===== src/common/tcsf_pkg.sv =====
/*
 * Shared constants for the timer channel status flag block: register
 * offsets, field positions, reset values and counter limits.
 * Assumes a 32-bit Avalon-MM slave with byte addresses and 16-bit registers.
 */
package tcsf_pkg;

    // ****************************************************************
    // Bus geometry
    // ****************************************************************
    localparam int ADDR_WIDTH = 4;
    localparam int DATA_WIDTH = 32;
    localparam int REG_WIDTH = 16;
    localparam int CNT_WIDTH = 16;

    // ****************************************************************
    // Register byte offsets
    // ****************************************************************
    localparam logic [ADDR_WIDTH-1:0] OFFSET_CH1_COUNTER_A_STATUS = 4'h0;
    localparam logic [ADDR_WIDTH-1:0] OFFSET_CH1_COUNTER_B_STATUS = 4'h4;
    localparam logic [ADDR_WIDTH-1:0] OFFSET_CH2_COUNTER_A_STATUS = 4'h8;
    localparam logic [ADDR_WIDTH-1:0] OFFSET_ROLE_SELECT = 4'hc;

    // ****************************************************************
    // Field positions
    // ****************************************************************
    localparam int CH1_GEN_FLAG_COUNT = 2;
    localparam int CH2_GEN_FLAG_COUNT = 8;
    localparam int BIT_COMPARE_MATCH = 0;
    localparam int BIT_WRAP = 8;
    localparam int ROLE_CH1_LSB = 0;
    localparam int ROLE_CH2_LSB = 2;
    localparam int ROLE_WIDTH = 10;
    localparam int LANE_WIDTH = 8;

    // ****************************************************************
    // Reset values and counter limits
    // ****************************************************************
    localparam logic [REG_WIDTH-1:0] STATUS_RESET = 16'h0000;
    localparam logic [ROLE_WIDTH-1:0] ROLE_RESET = 10'h000;
    localparam logic [DATA_WIDTH-1:0] READ_ZERO = 32'h0000_0000;
    localparam logic [CNT_WIDTH-1:0] COUNTER_MAX = 16'hffff;
    localparam logic [CNT_WIDTH-1:0] COUNTER_ZERO = 16'h0000;

endpackage


===== src/rtl/tcsf_top.sv =====
/*
 * Status flag logic for timer channels 1 and 2 with an Avalon-MM slave.
 * Assumes timer inputs driven on sys_clk and an Avalon waitrequest master.
 */
// Register access over Avalon-MM and the register offsets were chosen for this implementation.
// Functional notes
// - Ch1 reg B flag sets on capture into or match with reg B.
// - Ch1 reg A flag sets on capture into or match with reg A.
// - A flag clears only when read as one and then written with zero.
// - Writing one to a flag leaves it unchanged.
// - Counter 1B wrapping from all ones to zero sets bit 8 of its status.
// - Counter 1B equal to the output compare value sets bit 0 of its status.
// - Unused bits of all three status registers read as zero.
// - All three status registers reset to all zeros.
// - Counter 2A wrapping from all ones to zero sets bit 8 of its status.
// - Bits 7 to 0 of the ch2 status follow general registers H to A.
// - In compare role, counter 2A equal to reg H sets bit 7.
// - Ch2 reg E sets bit 4 on capture or on compare match.
`timescale 1ns/10ps
module tcsf_top
    import tcsf_pkg::*;
(
    input wire logic sys_clk,
    input wire logic reset,
    input wire logic [ADDR_WIDTH-1:0] avs_address,
    input wire logic avs_read,
    input wire logic avs_write,
    input wire logic [DATA_WIDTH-1:0] avs_writedata,
    input wire logic [3:0] avs_byteenable,
    output logic [DATA_WIDTH-1:0] avs_readdata,
    output logic avs_waitrequest,
    input wire logic [CNT_WIDTH-1:0] ch1FreeCounterA,
    input wire logic [CNT_WIDTH-1:0] ch1CaptureCompareRegA,
    input wire logic [CNT_WIDTH-1:0] ch1CaptureCompareRegB,
    input wire logic [CH1_GEN_FLAG_COUNT-1:0] ch1CaptureStrobe,
    input wire logic [CNT_WIDTH-1:0] ch1FreeCounterB,
    input wire logic [CNT_WIDTH-1:0] ch1OutputCompareValue,
    input wire logic [CNT_WIDTH-1:0] ch2FreeCounterA,
    input wire logic [CNT_WIDTH-1:0] ch2CaptureCompareRegA,
    input wire logic [CNT_WIDTH-1:0] ch2CaptureCompareRegB,
    input wire logic [CNT_WIDTH-1:0] ch2CaptureCompareRegC,
    input wire logic [CNT_WIDTH-1:0] ch2CaptureCompareRegD,
    input wire logic [CNT_WIDTH-1:0] ch2CaptureCompareRegE,
    input wire logic [CNT_WIDTH-1:0] ch2CaptureCompareRegF,
    input wire logic [CNT_WIDTH-1:0] ch2CaptureCompareRegG,
    input wire logic [CNT_WIDTH-1:0] ch2CaptureCompareRegH,
    input wire logic [CH2_GEN_FLAG_COUNT-1:0] ch2CaptureStrobe,
    output logic [CH1_GEN_FLAG_COUNT-1:0] ch1GeneralRegEventFlag,
    output logic ch1CounterBWrapFlag,
    output logic ch1OutputCompareMatchFlag,
    output logic ch2CounterAWrapFlag,
    output logic [CH2_GEN_FLAG_COUNT-1:0] ch2GeneralRegEventFlag
);

    // ****************************************************************
    // Bus handshake
    // ****************************************************************

    logic waitrequest_reg;
    logic [DATA_WIDTH-1:0] readdata_reg;
    logic [DATA_WIDTH-1:0] readdata_next;
    logic readAccept;
    logic writeAccept;
    logic [1:0] laneWrite;

    // Reads are taken while waitrequest is high, so each qualifier sees the
    // returned value; writes land where the master sees waitrequest low.
    assign readAccept = avs_read && waitrequest_reg;
    assign writeAccept = avs_write && !waitrequest_reg;
    assign laneWrite = avs_byteenable[1:0] & {2{writeAccept}};

    // Waitrequest rests high and drops for one cycle per request.
    always_ff @(posedge sys_clk) begin
        if (reset) begin
            waitrequest_reg <= 1'b1;
        end else if (!waitrequest_reg) begin
            waitrequest_reg <= 1'b1;
        end else if (avs_read || avs_write) begin
            waitrequest_reg <= 1'b0;
        end
    end

    // Read data is captured once and held until the next read.
    always_ff @(posedge sys_clk) begin
        if (reset) begin
            readdata_reg <= READ_ZERO;
        end else if (readAccept) begin
            readdata_reg <= readdata_next;
        end
    end

    assign avs_waitrequest = waitrequest_reg;
    assign avs_readdata = readdata_reg;

    logic selCh1A;
    logic selCh1B;
    logic selCh2A;
    logic selRole;

    assign selCh1A = (avs_address == OFFSET_CH1_COUNTER_A_STATUS);
    assign selCh1B = (avs_address == OFFSET_CH1_COUNTER_B_STATUS);
    assign selCh2A = (avs_address == OFFSET_CH2_COUNTER_A_STATUS);
    assign selRole = (avs_address == OFFSET_ROLE_SELECT);

    // ****************************************************************
    // Role select register
    // ****************************************************************

    // One bit per general register: one selects compare role, zero capture.
    logic [ROLE_WIDTH-1:0] role_reg;
    logic [ROLE_WIDTH-1:0] role_next;

    // Lanes merge separately; a disabled lane keeps its bits.
    always_comb begin
        role_next = role_reg;
        if (laneWrite[0]) begin
            role_next[LANE_WIDTH-1:0] = avs_writedata[LANE_WIDTH-1:0];
        end
        if (laneWrite[1]) begin
            role_next[ROLE_WIDTH-1:LANE_WIDTH] =
                avs_writedata[ROLE_WIDTH-1:LANE_WIDTH];
        end
    end

    always_ff @(posedge sys_clk) begin
        if (reset) begin
            role_reg <= ROLE_RESET;
        end else if (selRole) begin
            role_reg <= role_next;
        end
    end

    // ****************************************************************
    // Event sources for channel 1 general registers and counter B
    // ****************************************************************

    logic [CH1_GEN_FLAG_COUNT-1:0] ch1GenEvent;
    logic [CNT_WIDTH-1:0] ch1GenValue [CH1_GEN_FLAG_COUNT];

    assign ch1GenValue[0] = ch1CaptureCompareRegA;
    assign ch1GenValue[1] = ch1CaptureCompareRegB;

    for (genvar i = 0; i < CH1_GEN_FLAG_COUNT; i++) begin : gen_ch1_src
        tcsf_match_detect u_detect (
            .sys_clk(sys_clk),
            .reset(reset),
            .compareRole(role_reg[ROLE_CH1_LSB + i]),
            .captureStrobe(ch1CaptureStrobe[i]),
            .counterValue(ch1FreeCounterA),
            .matchValue(ch1GenValue[i]),
            .eventPulse(ch1GenEvent[i])
        );
    end

    logic ch1CompareEvent;
    logic ch1WrapEvent;
    logic [CNT_WIDTH-1:0] ch1CounterBPrev_reg;

    // output compare equality.
    // It has no capture role, so it is tied to compare.
    tcsf_match_detect u_ch1_compare (
        .sys_clk(sys_clk),
        .reset(reset),
        .compareRole(1'b1),
        .captureStrobe(1'b0),
        .counterValue(ch1FreeCounterB),
        .matchValue(ch1OutputCompareValue),
        .eventPulse(ch1CompareEvent)
    );

    // Previous count, to see a wrap.
    always_ff @(posedge sys_clk) begin
        if (reset) begin
            ch1CounterBPrev_reg <= COUNTER_ZERO;
        end else begin
            ch1CounterBPrev_reg <= ch1FreeCounterB;
        end
    end

    // counter B wrap.
    // A load of zero from some other value is not a wrap.
    assign ch1WrapEvent = (ch1CounterBPrev_reg == COUNTER_MAX) &&
                          (ch1FreeCounterB == COUNTER_ZERO);

    // ****************************************************************
    // Event sources for channel 2
    // ****************************************************************

    logic [CH2_GEN_FLAG_COUNT-1:0] ch2GenEvent;
    logic [CNT_WIDTH-1:0] ch2GenValue [CH2_GEN_FLAG_COUNT];
    logic ch2WrapEvent;
    logic [CNT_WIDTH-1:0] ch2CounterAPrev_reg;

    assign ch2GenValue[0] = ch2CaptureCompareRegA;
    assign ch2GenValue[1] = ch2CaptureCompareRegB;
    assign ch2GenValue[2] = ch2CaptureCompareRegC;
    assign ch2GenValue[3] = ch2CaptureCompareRegD;
    assign ch2GenValue[4] = ch2CaptureCompareRegE;
    assign ch2GenValue[5] = ch2CaptureCompareRegF;
    assign ch2GenValue[6] = ch2CaptureCompareRegG;
    assign ch2GenValue[7] = ch2CaptureCompareRegH;

    for (genvar i = 0; i < CH2_GEN_FLAG_COUNT; i++) begin : gen_ch2_src
        tcsf_match_detect u_detect (
            .sys_clk(sys_clk),
            .reset(reset),
            .compareRole(role_reg[ROLE_CH2_LSB + i]),
            .captureStrobe(ch2CaptureStrobe[i]),
            .counterValue(ch2FreeCounterA),
            .matchValue(ch2GenValue[i]),
            .eventPulse(ch2GenEvent[i])
        );
    end

    always_ff @(posedge sys_clk) begin
        if (reset) begin
            ch2CounterAPrev_reg <= COUNTER_ZERO;
        end else begin
            ch2CounterAPrev_reg <= ch2FreeCounterA;
        end
    end

    assign ch2WrapEvent = (ch2CounterAPrev_reg == COUNTER_MAX) &&
                          (ch2FreeCounterA == COUNTER_ZERO);

    // ****************************************************************
    // Write qualification
    // ****************************************************************

    logic ch1AWrite;
    logic ch1BWrite;
    logic ch2AWrite;
    logic [REG_WIDTH-1:0] zeroWrite;

    assign ch1AWrite = writeAccept && selCh1A;
    assign ch1BWrite = writeAccept && selCh1B;
    assign ch2AWrite = writeAccept && selCh2A;

    // only zero clears.
    // Only a zero in an enabled lane may clear; ones, reserved too, do nothing.
    assign zeroWrite = ~avs_writedata[REG_WIDTH-1:0] &
                       {{LANE_WIDTH{avs_byteenable[1]}}, {LANE_WIDTH{avs_byteenable[0]}}};

    // ****************************************************************
    // Status flags
    // ****************************************************************

    for (genvar i = 0; i < CH1_GEN_FLAG_COUNT; i++) begin : gen_ch1_flag
        tcsf_flag_cell u_flag (
            .sys_clk(sys_clk),
            .reset(reset),
            .setEvent(ch1GenEvent[i]),
            .readStrobe(readAccept && selCh1A),
            .writeStrobe(ch1AWrite),
            .clearWrite(ch1AWrite && zeroWrite[i]),
            .flagOut(ch1GeneralRegEventFlag[i])
        );
    end

    tcsf_flag_cell u_ch1_compare_flag (
        .sys_clk(sys_clk),
        .reset(reset),
        .setEvent(ch1CompareEvent),
        .readStrobe(readAccept && selCh1B),
        .writeStrobe(ch1BWrite),
        .clearWrite(ch1BWrite && zeroWrite[BIT_COMPARE_MATCH]),
        .flagOut(ch1OutputCompareMatchFlag)
    );

    tcsf_flag_cell u_ch1_wrap_flag (
        .sys_clk(sys_clk),
        .reset(reset),
        .setEvent(ch1WrapEvent),
        .readStrobe(readAccept && selCh1B),
        .writeStrobe(ch1BWrite),
        .clearWrite(ch1BWrite && zeroWrite[BIT_WRAP]),
        .flagOut(ch1CounterBWrapFlag)
    );

    for (genvar i = 0; i < CH2_GEN_FLAG_COUNT; i++) begin : gen_ch2_flag
        tcsf_flag_cell u_flag (
            .sys_clk(sys_clk),
            .reset(reset),
            .setEvent(ch2GenEvent[i]),
            .readStrobe(readAccept && selCh2A),
            .writeStrobe(ch2AWrite),
            .clearWrite(ch2AWrite && zeroWrite[i]),
            .flagOut(ch2GeneralRegEventFlag[i])
        );
    end

    tcsf_flag_cell u_ch2_wrap_flag (
        .sys_clk(sys_clk),
        .reset(reset),
        .setEvent(ch2WrapEvent),
        .readStrobe(readAccept && selCh2A),
        .writeStrobe(ch2AWrite),
        .clearWrite(ch2AWrite && zeroWrite[BIT_WRAP]),
        .flagOut(ch2CounterAWrapFlag)
    );

    // ****************************************************************
    // Read data assembly
    // ****************************************************************

    logic [REG_WIDTH-1:0] ch1AStatus;
    logic [REG_WIDTH-1:0] ch1BStatus;
    logic [REG_WIDTH-1:0] ch2AStatus;

    // unused bits read zero.
    // Words start from zero and only live flags are filled in.
    always_comb begin
        ch1AStatus = STATUS_RESET;
        ch1AStatus[CH1_GEN_FLAG_COUNT-1:0] = ch1GeneralRegEventFlag;
        ch1BStatus = STATUS_RESET;
        ch1BStatus[BIT_COMPARE_MATCH] = ch1OutputCompareMatchFlag;
        ch1BStatus[BIT_WRAP] = ch1CounterBWrapFlag;
        ch2AStatus = STATUS_RESET;
        ch2AStatus[CH2_GEN_FLAG_COUNT-1:0] = ch2GeneralRegEventFlag;
        ch2AStatus[BIT_WRAP] = ch2CounterAWrapFlag;
    end

    // Unmapped offsets answer with zero rather than stalling the bus.
    always_comb begin
        readdata_next = READ_ZERO;
        if (selCh1A) begin
            readdata_next[REG_WIDTH-1:0] = ch1AStatus;
        end else if (selCh1B) begin
            readdata_next[REG_WIDTH-1:0] = ch1BStatus;
        end else if (selCh2A) begin
            readdata_next[REG_WIDTH-1:0] = ch2AStatus;
        end else if (selRole) begin
            readdata_next[ROLE_WIDTH-1:0] = role_reg;
        end
    end

endmodule


===== src/rtl/tcsf_flag_cell.sv =====
/*
 * One sticky status flag with its read-as-one qualifier.
 * Assumes strobes come from logic on sys_clk and last one cycle each.
 */
`timescale 1ns/10ps
module tcsf_flag_cell
    import tcsf_pkg::*;
(
    input wire logic sys_clk,
    input wire logic reset,
    input wire logic setEvent,
    input wire logic readStrobe,
    input wire logic writeStrobe,
    input wire logic clearWrite,
    output logic flagOut
);

    logic flag_reg;
    logic armed_reg;

    // ****************************************************************
    // Flag state
    // ****************************************************************

    // The set term is tested first, so an event in a clearing cycle survives.
    always_ff @(posedge sys_clk) begin
        if (reset) begin
            flag_reg <= 1'b0;
        end else if (setEvent) begin
            flag_reg <= 1'b1;
        end else if (clearWrite && armed_reg) begin
            flag_reg <= 1'b0;
        end
    end

    // The qualifier remembers whether the last read saw this flag at one, until the next write to its register.
    always_ff @(posedge sys_clk) begin
        if (reset) begin
            armed_reg <= 1'b0;
        end else if (readStrobe) begin
            armed_reg <= flag_reg;
        end else if (writeStrobe) begin
            armed_reg <= 1'b0;
        end
    end

    assign flagOut = flag_reg;

endmodule


===== src/rtl/tcsf_match_detect.sv =====
/*
 * Event source for one general register: capture strobe or compare match.
 * Assumes counter, register value and strobe are synchronous to sys_clk.
 */
`timescale 1ns/10ps
module tcsf_match_detect
    import tcsf_pkg::*;
(
    input wire logic sys_clk,
    input wire logic reset,
    input wire logic compareRole,
    input wire logic captureStrobe,
    input wire logic [CNT_WIDTH-1:0] counterValue,
    input wire logic [CNT_WIDTH-1:0] matchValue,
    output logic eventPulse
);

    logic isEqual;
    logic equalPrev_reg;

    assign isEqual = (counterValue == matchValue);

    // Only the first cycle of equality counts, so a counter that dwells on
    // the match value does not re-set a flag that software just cleared.
    always_ff @(posedge sys_clk) begin
        if (reset) begin
            equalPrev_reg <= 1'b0;
        end else begin
            equalPrev_reg <= isEqual;
        end
    end

    assign eventPulse = compareRole ? (isEqual && !equalPrev_reg) : captureStrobe;

endmodule


===== config.mk =====
export PLATFORM = sky130hd
export DESIGN_NAME = tcsf_top
export DESIGN_NICKNAME = d
export VERILOG_FILES = /design/src/common/tcsf_pkg.sv /design/src/rtl/tcsf_top.sv /design/src/rtl/tcsf_flag_cell.sv /design/src/rtl/tcsf_match_detect.sv
export SDC_FILE = /design/constraint.sdc
export NUM_CORES = 1
export LEC_CHECK = 0
export BUFFER_PORTS_ARGS = -buffer_cell sky130_fd_sc_hd__buf_4
export CAP_MARGIN = 20
export CORE_AREA = 3 3 124 126
export CTS_CLUSTER_DIAMETER = 50
export DETAILED_ROUTE_END_ITERATION = 8
export DIE_AREA = 0 0 127 129
export MAX_ROUTING_LAYER = met4
export PLACE_DENSITY = 0.72
export SETUP_SLACK_MARGIN = 0.5
export SLEW_MARGIN = 20
export SYNTH_ARGS = -nofsm -noshare
export SYNTH_HDL_FRONTEND = slang
export SYNTH_HIERARCHICAL = 1
export SYNTH_SLANG_ARGS = --single-unit

===== constraint.sdc =====
create_clock -name sys_clk -period 1.9 [get_ports sys_clk]
set_input_delay 0.095 -clock sys_clk [delete_from_list [all_inputs] [get_ports sys_clk]]
set_output_delay 0.095 -clock sys_clk [all_outputs]
set_load 0.005 [all_outputs]

==> results.ini <==
[run_status]
status = finished, final reports clean

[floorplan]
pin_count = 324
die_h_um = 129
die-area_mm2 = 0.0164
floorplan.initialDensity_pct = 39.4
rows = 44
core_region_area_mm2 = 0.0144
die_x_um = 127

[yosys]
netlist.area_leader.share_pct = 31.7
ys_seq_area_share_pct = 31.7
synth_edf_count = 0
synthTopCellsByCount = xor2_1, dfxtp_1, nor4_1
synth_xor_area_share_pct = 27.1
synth_area_leaders = dfxtp_1, xor2_1, nor4_1, nor2b_1, nand2b_1
ys_types = 34
yosys_warnings = 6
netlist_area_mm2 = 0.00568
yosys.area_share.simple_pct = 24.4
synth-seq-cells = 90
synth_compound_gate_area_share_pct = 6.96
synthAdderAreaFrac_pct = 0
yosys.area.top_type = dfxtp_1
async_flop_share_pct = 0
synthMostInstantiatedCell = xor2_1
synthCells = 636
synthMuxAreaShare_pct = 3.59
synth_flop_cell = dfxtp_1
synth_top_family_by_area = XOR/XNOR gates
avgSynthCellArea_um2 = 8.93

[drt]
detail_route.wirelength_um = 18700
first_iter_violations = 217
drt-vias-per-instance = 4.81
ant_nets = 0
num_vias = 5454
drc = 0
routedWlPerCell_um = 16.5
first_pass_iters = 5

[hold_path]
min_path_type = in -> reg
min-delay-start = ch1FreeCounterB[4]
whs_path_depth = 2
min_to = ch1CounterBPrev_reg[4]$_SDFF_PP0_

[sta]
min_period_ns = 1.47
layout_setup_ws_ns = 0.427
fmax_mhz = 679
rsz0062_at_grt = yes
tightest_slew_ns = 0.616
slew_headroom_pct = 58.9
fin_setup_tns_ns = 0
setup_viol = 0
skew_ns = 0.0110
timing.final.max_slew_violations = 0
min_period_over_period_pct = 77.5
hold_viol = 0

[cts]
clkTransAtPathRegs_ns = 0.07
numClockSinks = 90
clock_path_buffers = 2
cts_buffers = 9
cts_max_level = 3
cts_tree = yes
insertion_delay_ns = 0.34
clockRootBuffer = clkbuf_16

[worst_setup_path]
r2r_slack_ns = 0.43
reg2reg_from = avs_waitrequest$_SDFF_PP1_
end_kind = flip-flop
worstPathRequired_ns = 2.11
cp_slowest_cell = dfxtp_4
rr_endpoint = u_ch2_wrap_flag/flagOut$_SDFFE_PP0P_
slowest_delay_ns = 0.37
path_max_fanout = 5
critical_path_class = reg -> reg
ff2ff_path_depth = 6
critPathArrivalTime_ns = 1.69
path_cells = nor4b_4, buf_4, nand2_8, buf_6, nor2_1, a311oi_1
start_kind = flip-flop

[finish]
n_fill_cell = 1285
finalNetCount = 1222
diodes = 0
synthToLayoutAreaGrowth_pct = 52.6
drive_gt1_share_pct = 38.6
postLayoutCellArea_mm2 = 0.00866
fin_util_pct = 60.1

[place]
dpl_cell_area_mm2 = 0.00792
place_congestion = 0.869
dpl.hpwl_um = 14800
dp_slack_ns = 0.0372
port_buffers = 277

[power]
clockPowerShare_pct = 36.4
powerDensity_mw_per_mm2 = 570
max-vdd-ir-drop_v = 0.000351
swShare_pct = 26.6
finalPower_mw = 4.94
p_leak_nw = 3.81
p_sw_mw = 1.31
power.internal_mw = 3.63
comb_power_share_pct = 23.5
pwr-share-seq_pct = 40.1

[grt]
grt_pass1_vias = 5482
grt_pass1_wl_um = 27500
antenna_found_initial = 0
grt_start_max_net_pins = 64
gr-total-overflow = 0
grt_use_total_pct = 22.0

[run]
cap_viol_max_count = 0

==> critical path, delay by kind of cell (launching register included) <==
family	cells	cell delay, ns
AO/OA/AOI/OAI	1	0.10
buffers and inverters	2	0.37
flip-flops	1	0.37
AND/OR/NAND/NOR	3	0.51
==> layer usage <==
metal,wire length [um],up-vias,track usage [%],share of wire [%]
met5,0,-,-,0
met4,416,0,7.19,2.2
met3,1020,29,3.11,5.5
met2,9790,193,38.9,52
met1,7490,2475,25.7,40
li1,-,2757,-,-
==> cell type report <==
class,count,area [um2],area share (%)
multi-input combinational,509,3820,44.2
timing repair buffer,306,2380,27.4
clock inverter,7,76.3,0.881
tap,184,230,2.66
timing repair inverter,1,8.76,0.101
inverter,27,106,1.23
clock buffer,9,225,2.60
sequential,90,1810,20.9
==> placed cells by master, fill, tap and decap left out, drive strengths merged, types with 14 or more instances in the layout <==
cell type    netlist  layout
buf               27     292
xor2             176     176
dfxtp             90      90
nor4              53      53
nor2              41      41
nor2b             35      35
nand2b            34      34
inv               27      30
conb               2      25
nand2             25      25
nand4             23      23
mux2i             17      17
a21oi             16      16
dlygate4sd3        0      14
==> logic make-up (layout without fill, tap and decap cells) <==
| family | after synthesis | after routing |
|---|---|---|
| buffers and inverters | 60 | 350 |
| flip-flops | 90 | 90 |
| XOR/XNOR | 176 | 176 |
| other | 2 | 25 |
| AO/OA/AOI/OAI | 51 | 51 |
| AND/OR/NAND/NOR | 238 | 238 |
| multiplexers | 19 | 19 |
==> power by group through the flow <==
stage | logic, mW | registers, mW | clock network (mW)
final | 1.16 | 1.98 | 1.80
after global routing | 1.27 | 1.99 | 1.90
after CTS | 1.12 | 1.98 | 1.82
after detailed placement | 1.08 | 2.02 | 0
after global placement | 1.07 | 2.02 | 0
after floorplan | 0.453 | 2.01 | 0
==> per-stage QoR <==
step / hold WS [ns] / cells
after floorplan: 0.164 / 659
final: 0.00496 / 1133
after CTS: 0.00299 / 1127
after detailed placement: 0.314 / 1096
after global routing: 0.0250 / 1133
after global placement: 0.308 / 1096
==> timing repair <==
action,4_1_cts,5_1_grt
pin swaps,14,31
setup endpoints to repair,30,26
cloned,0,2
hold buffers,14,0
buffers inserted,1,4
gates resized for setup,12,51
endpoints found under the hold margin,13,0
==> worst max path at each step <==
stage	from	end	slack, ns
detailed placement	ch2FreeCounterA[1]	gen_ch2_flag[0].u_flag/flagOut$_SDFFE_PP0P_	0.04
global route	avs_waitrequest$_SDFF_PP1_	gen_ch2_flag[3].u_flag/flagOut$_SDFFE_PP0P_	0.35
CTS	ch2CounterAPrev_reg[4]$_SDFF_PP0_	u_ch2_wrap_flag/flagOut$_SDFFE_PP0P_	0.46
floorplan	avs_waitrequest$_SDFF_PP1_	role_reg[0]$_SDFFE_PP0P_	0.52
global placement	ch2FreeCounterA[1]	gen_ch2_flag[1].u_flag/flagOut$_SDFFE_PP0P_	0.07
finish	avs_waitrequest$_SDFF_PP1_	u_ch2_wrap_flag/flagOut$_SDFFE_PP0P_	0.43
No activity file was read; power rests on OpenSTA's default activity.
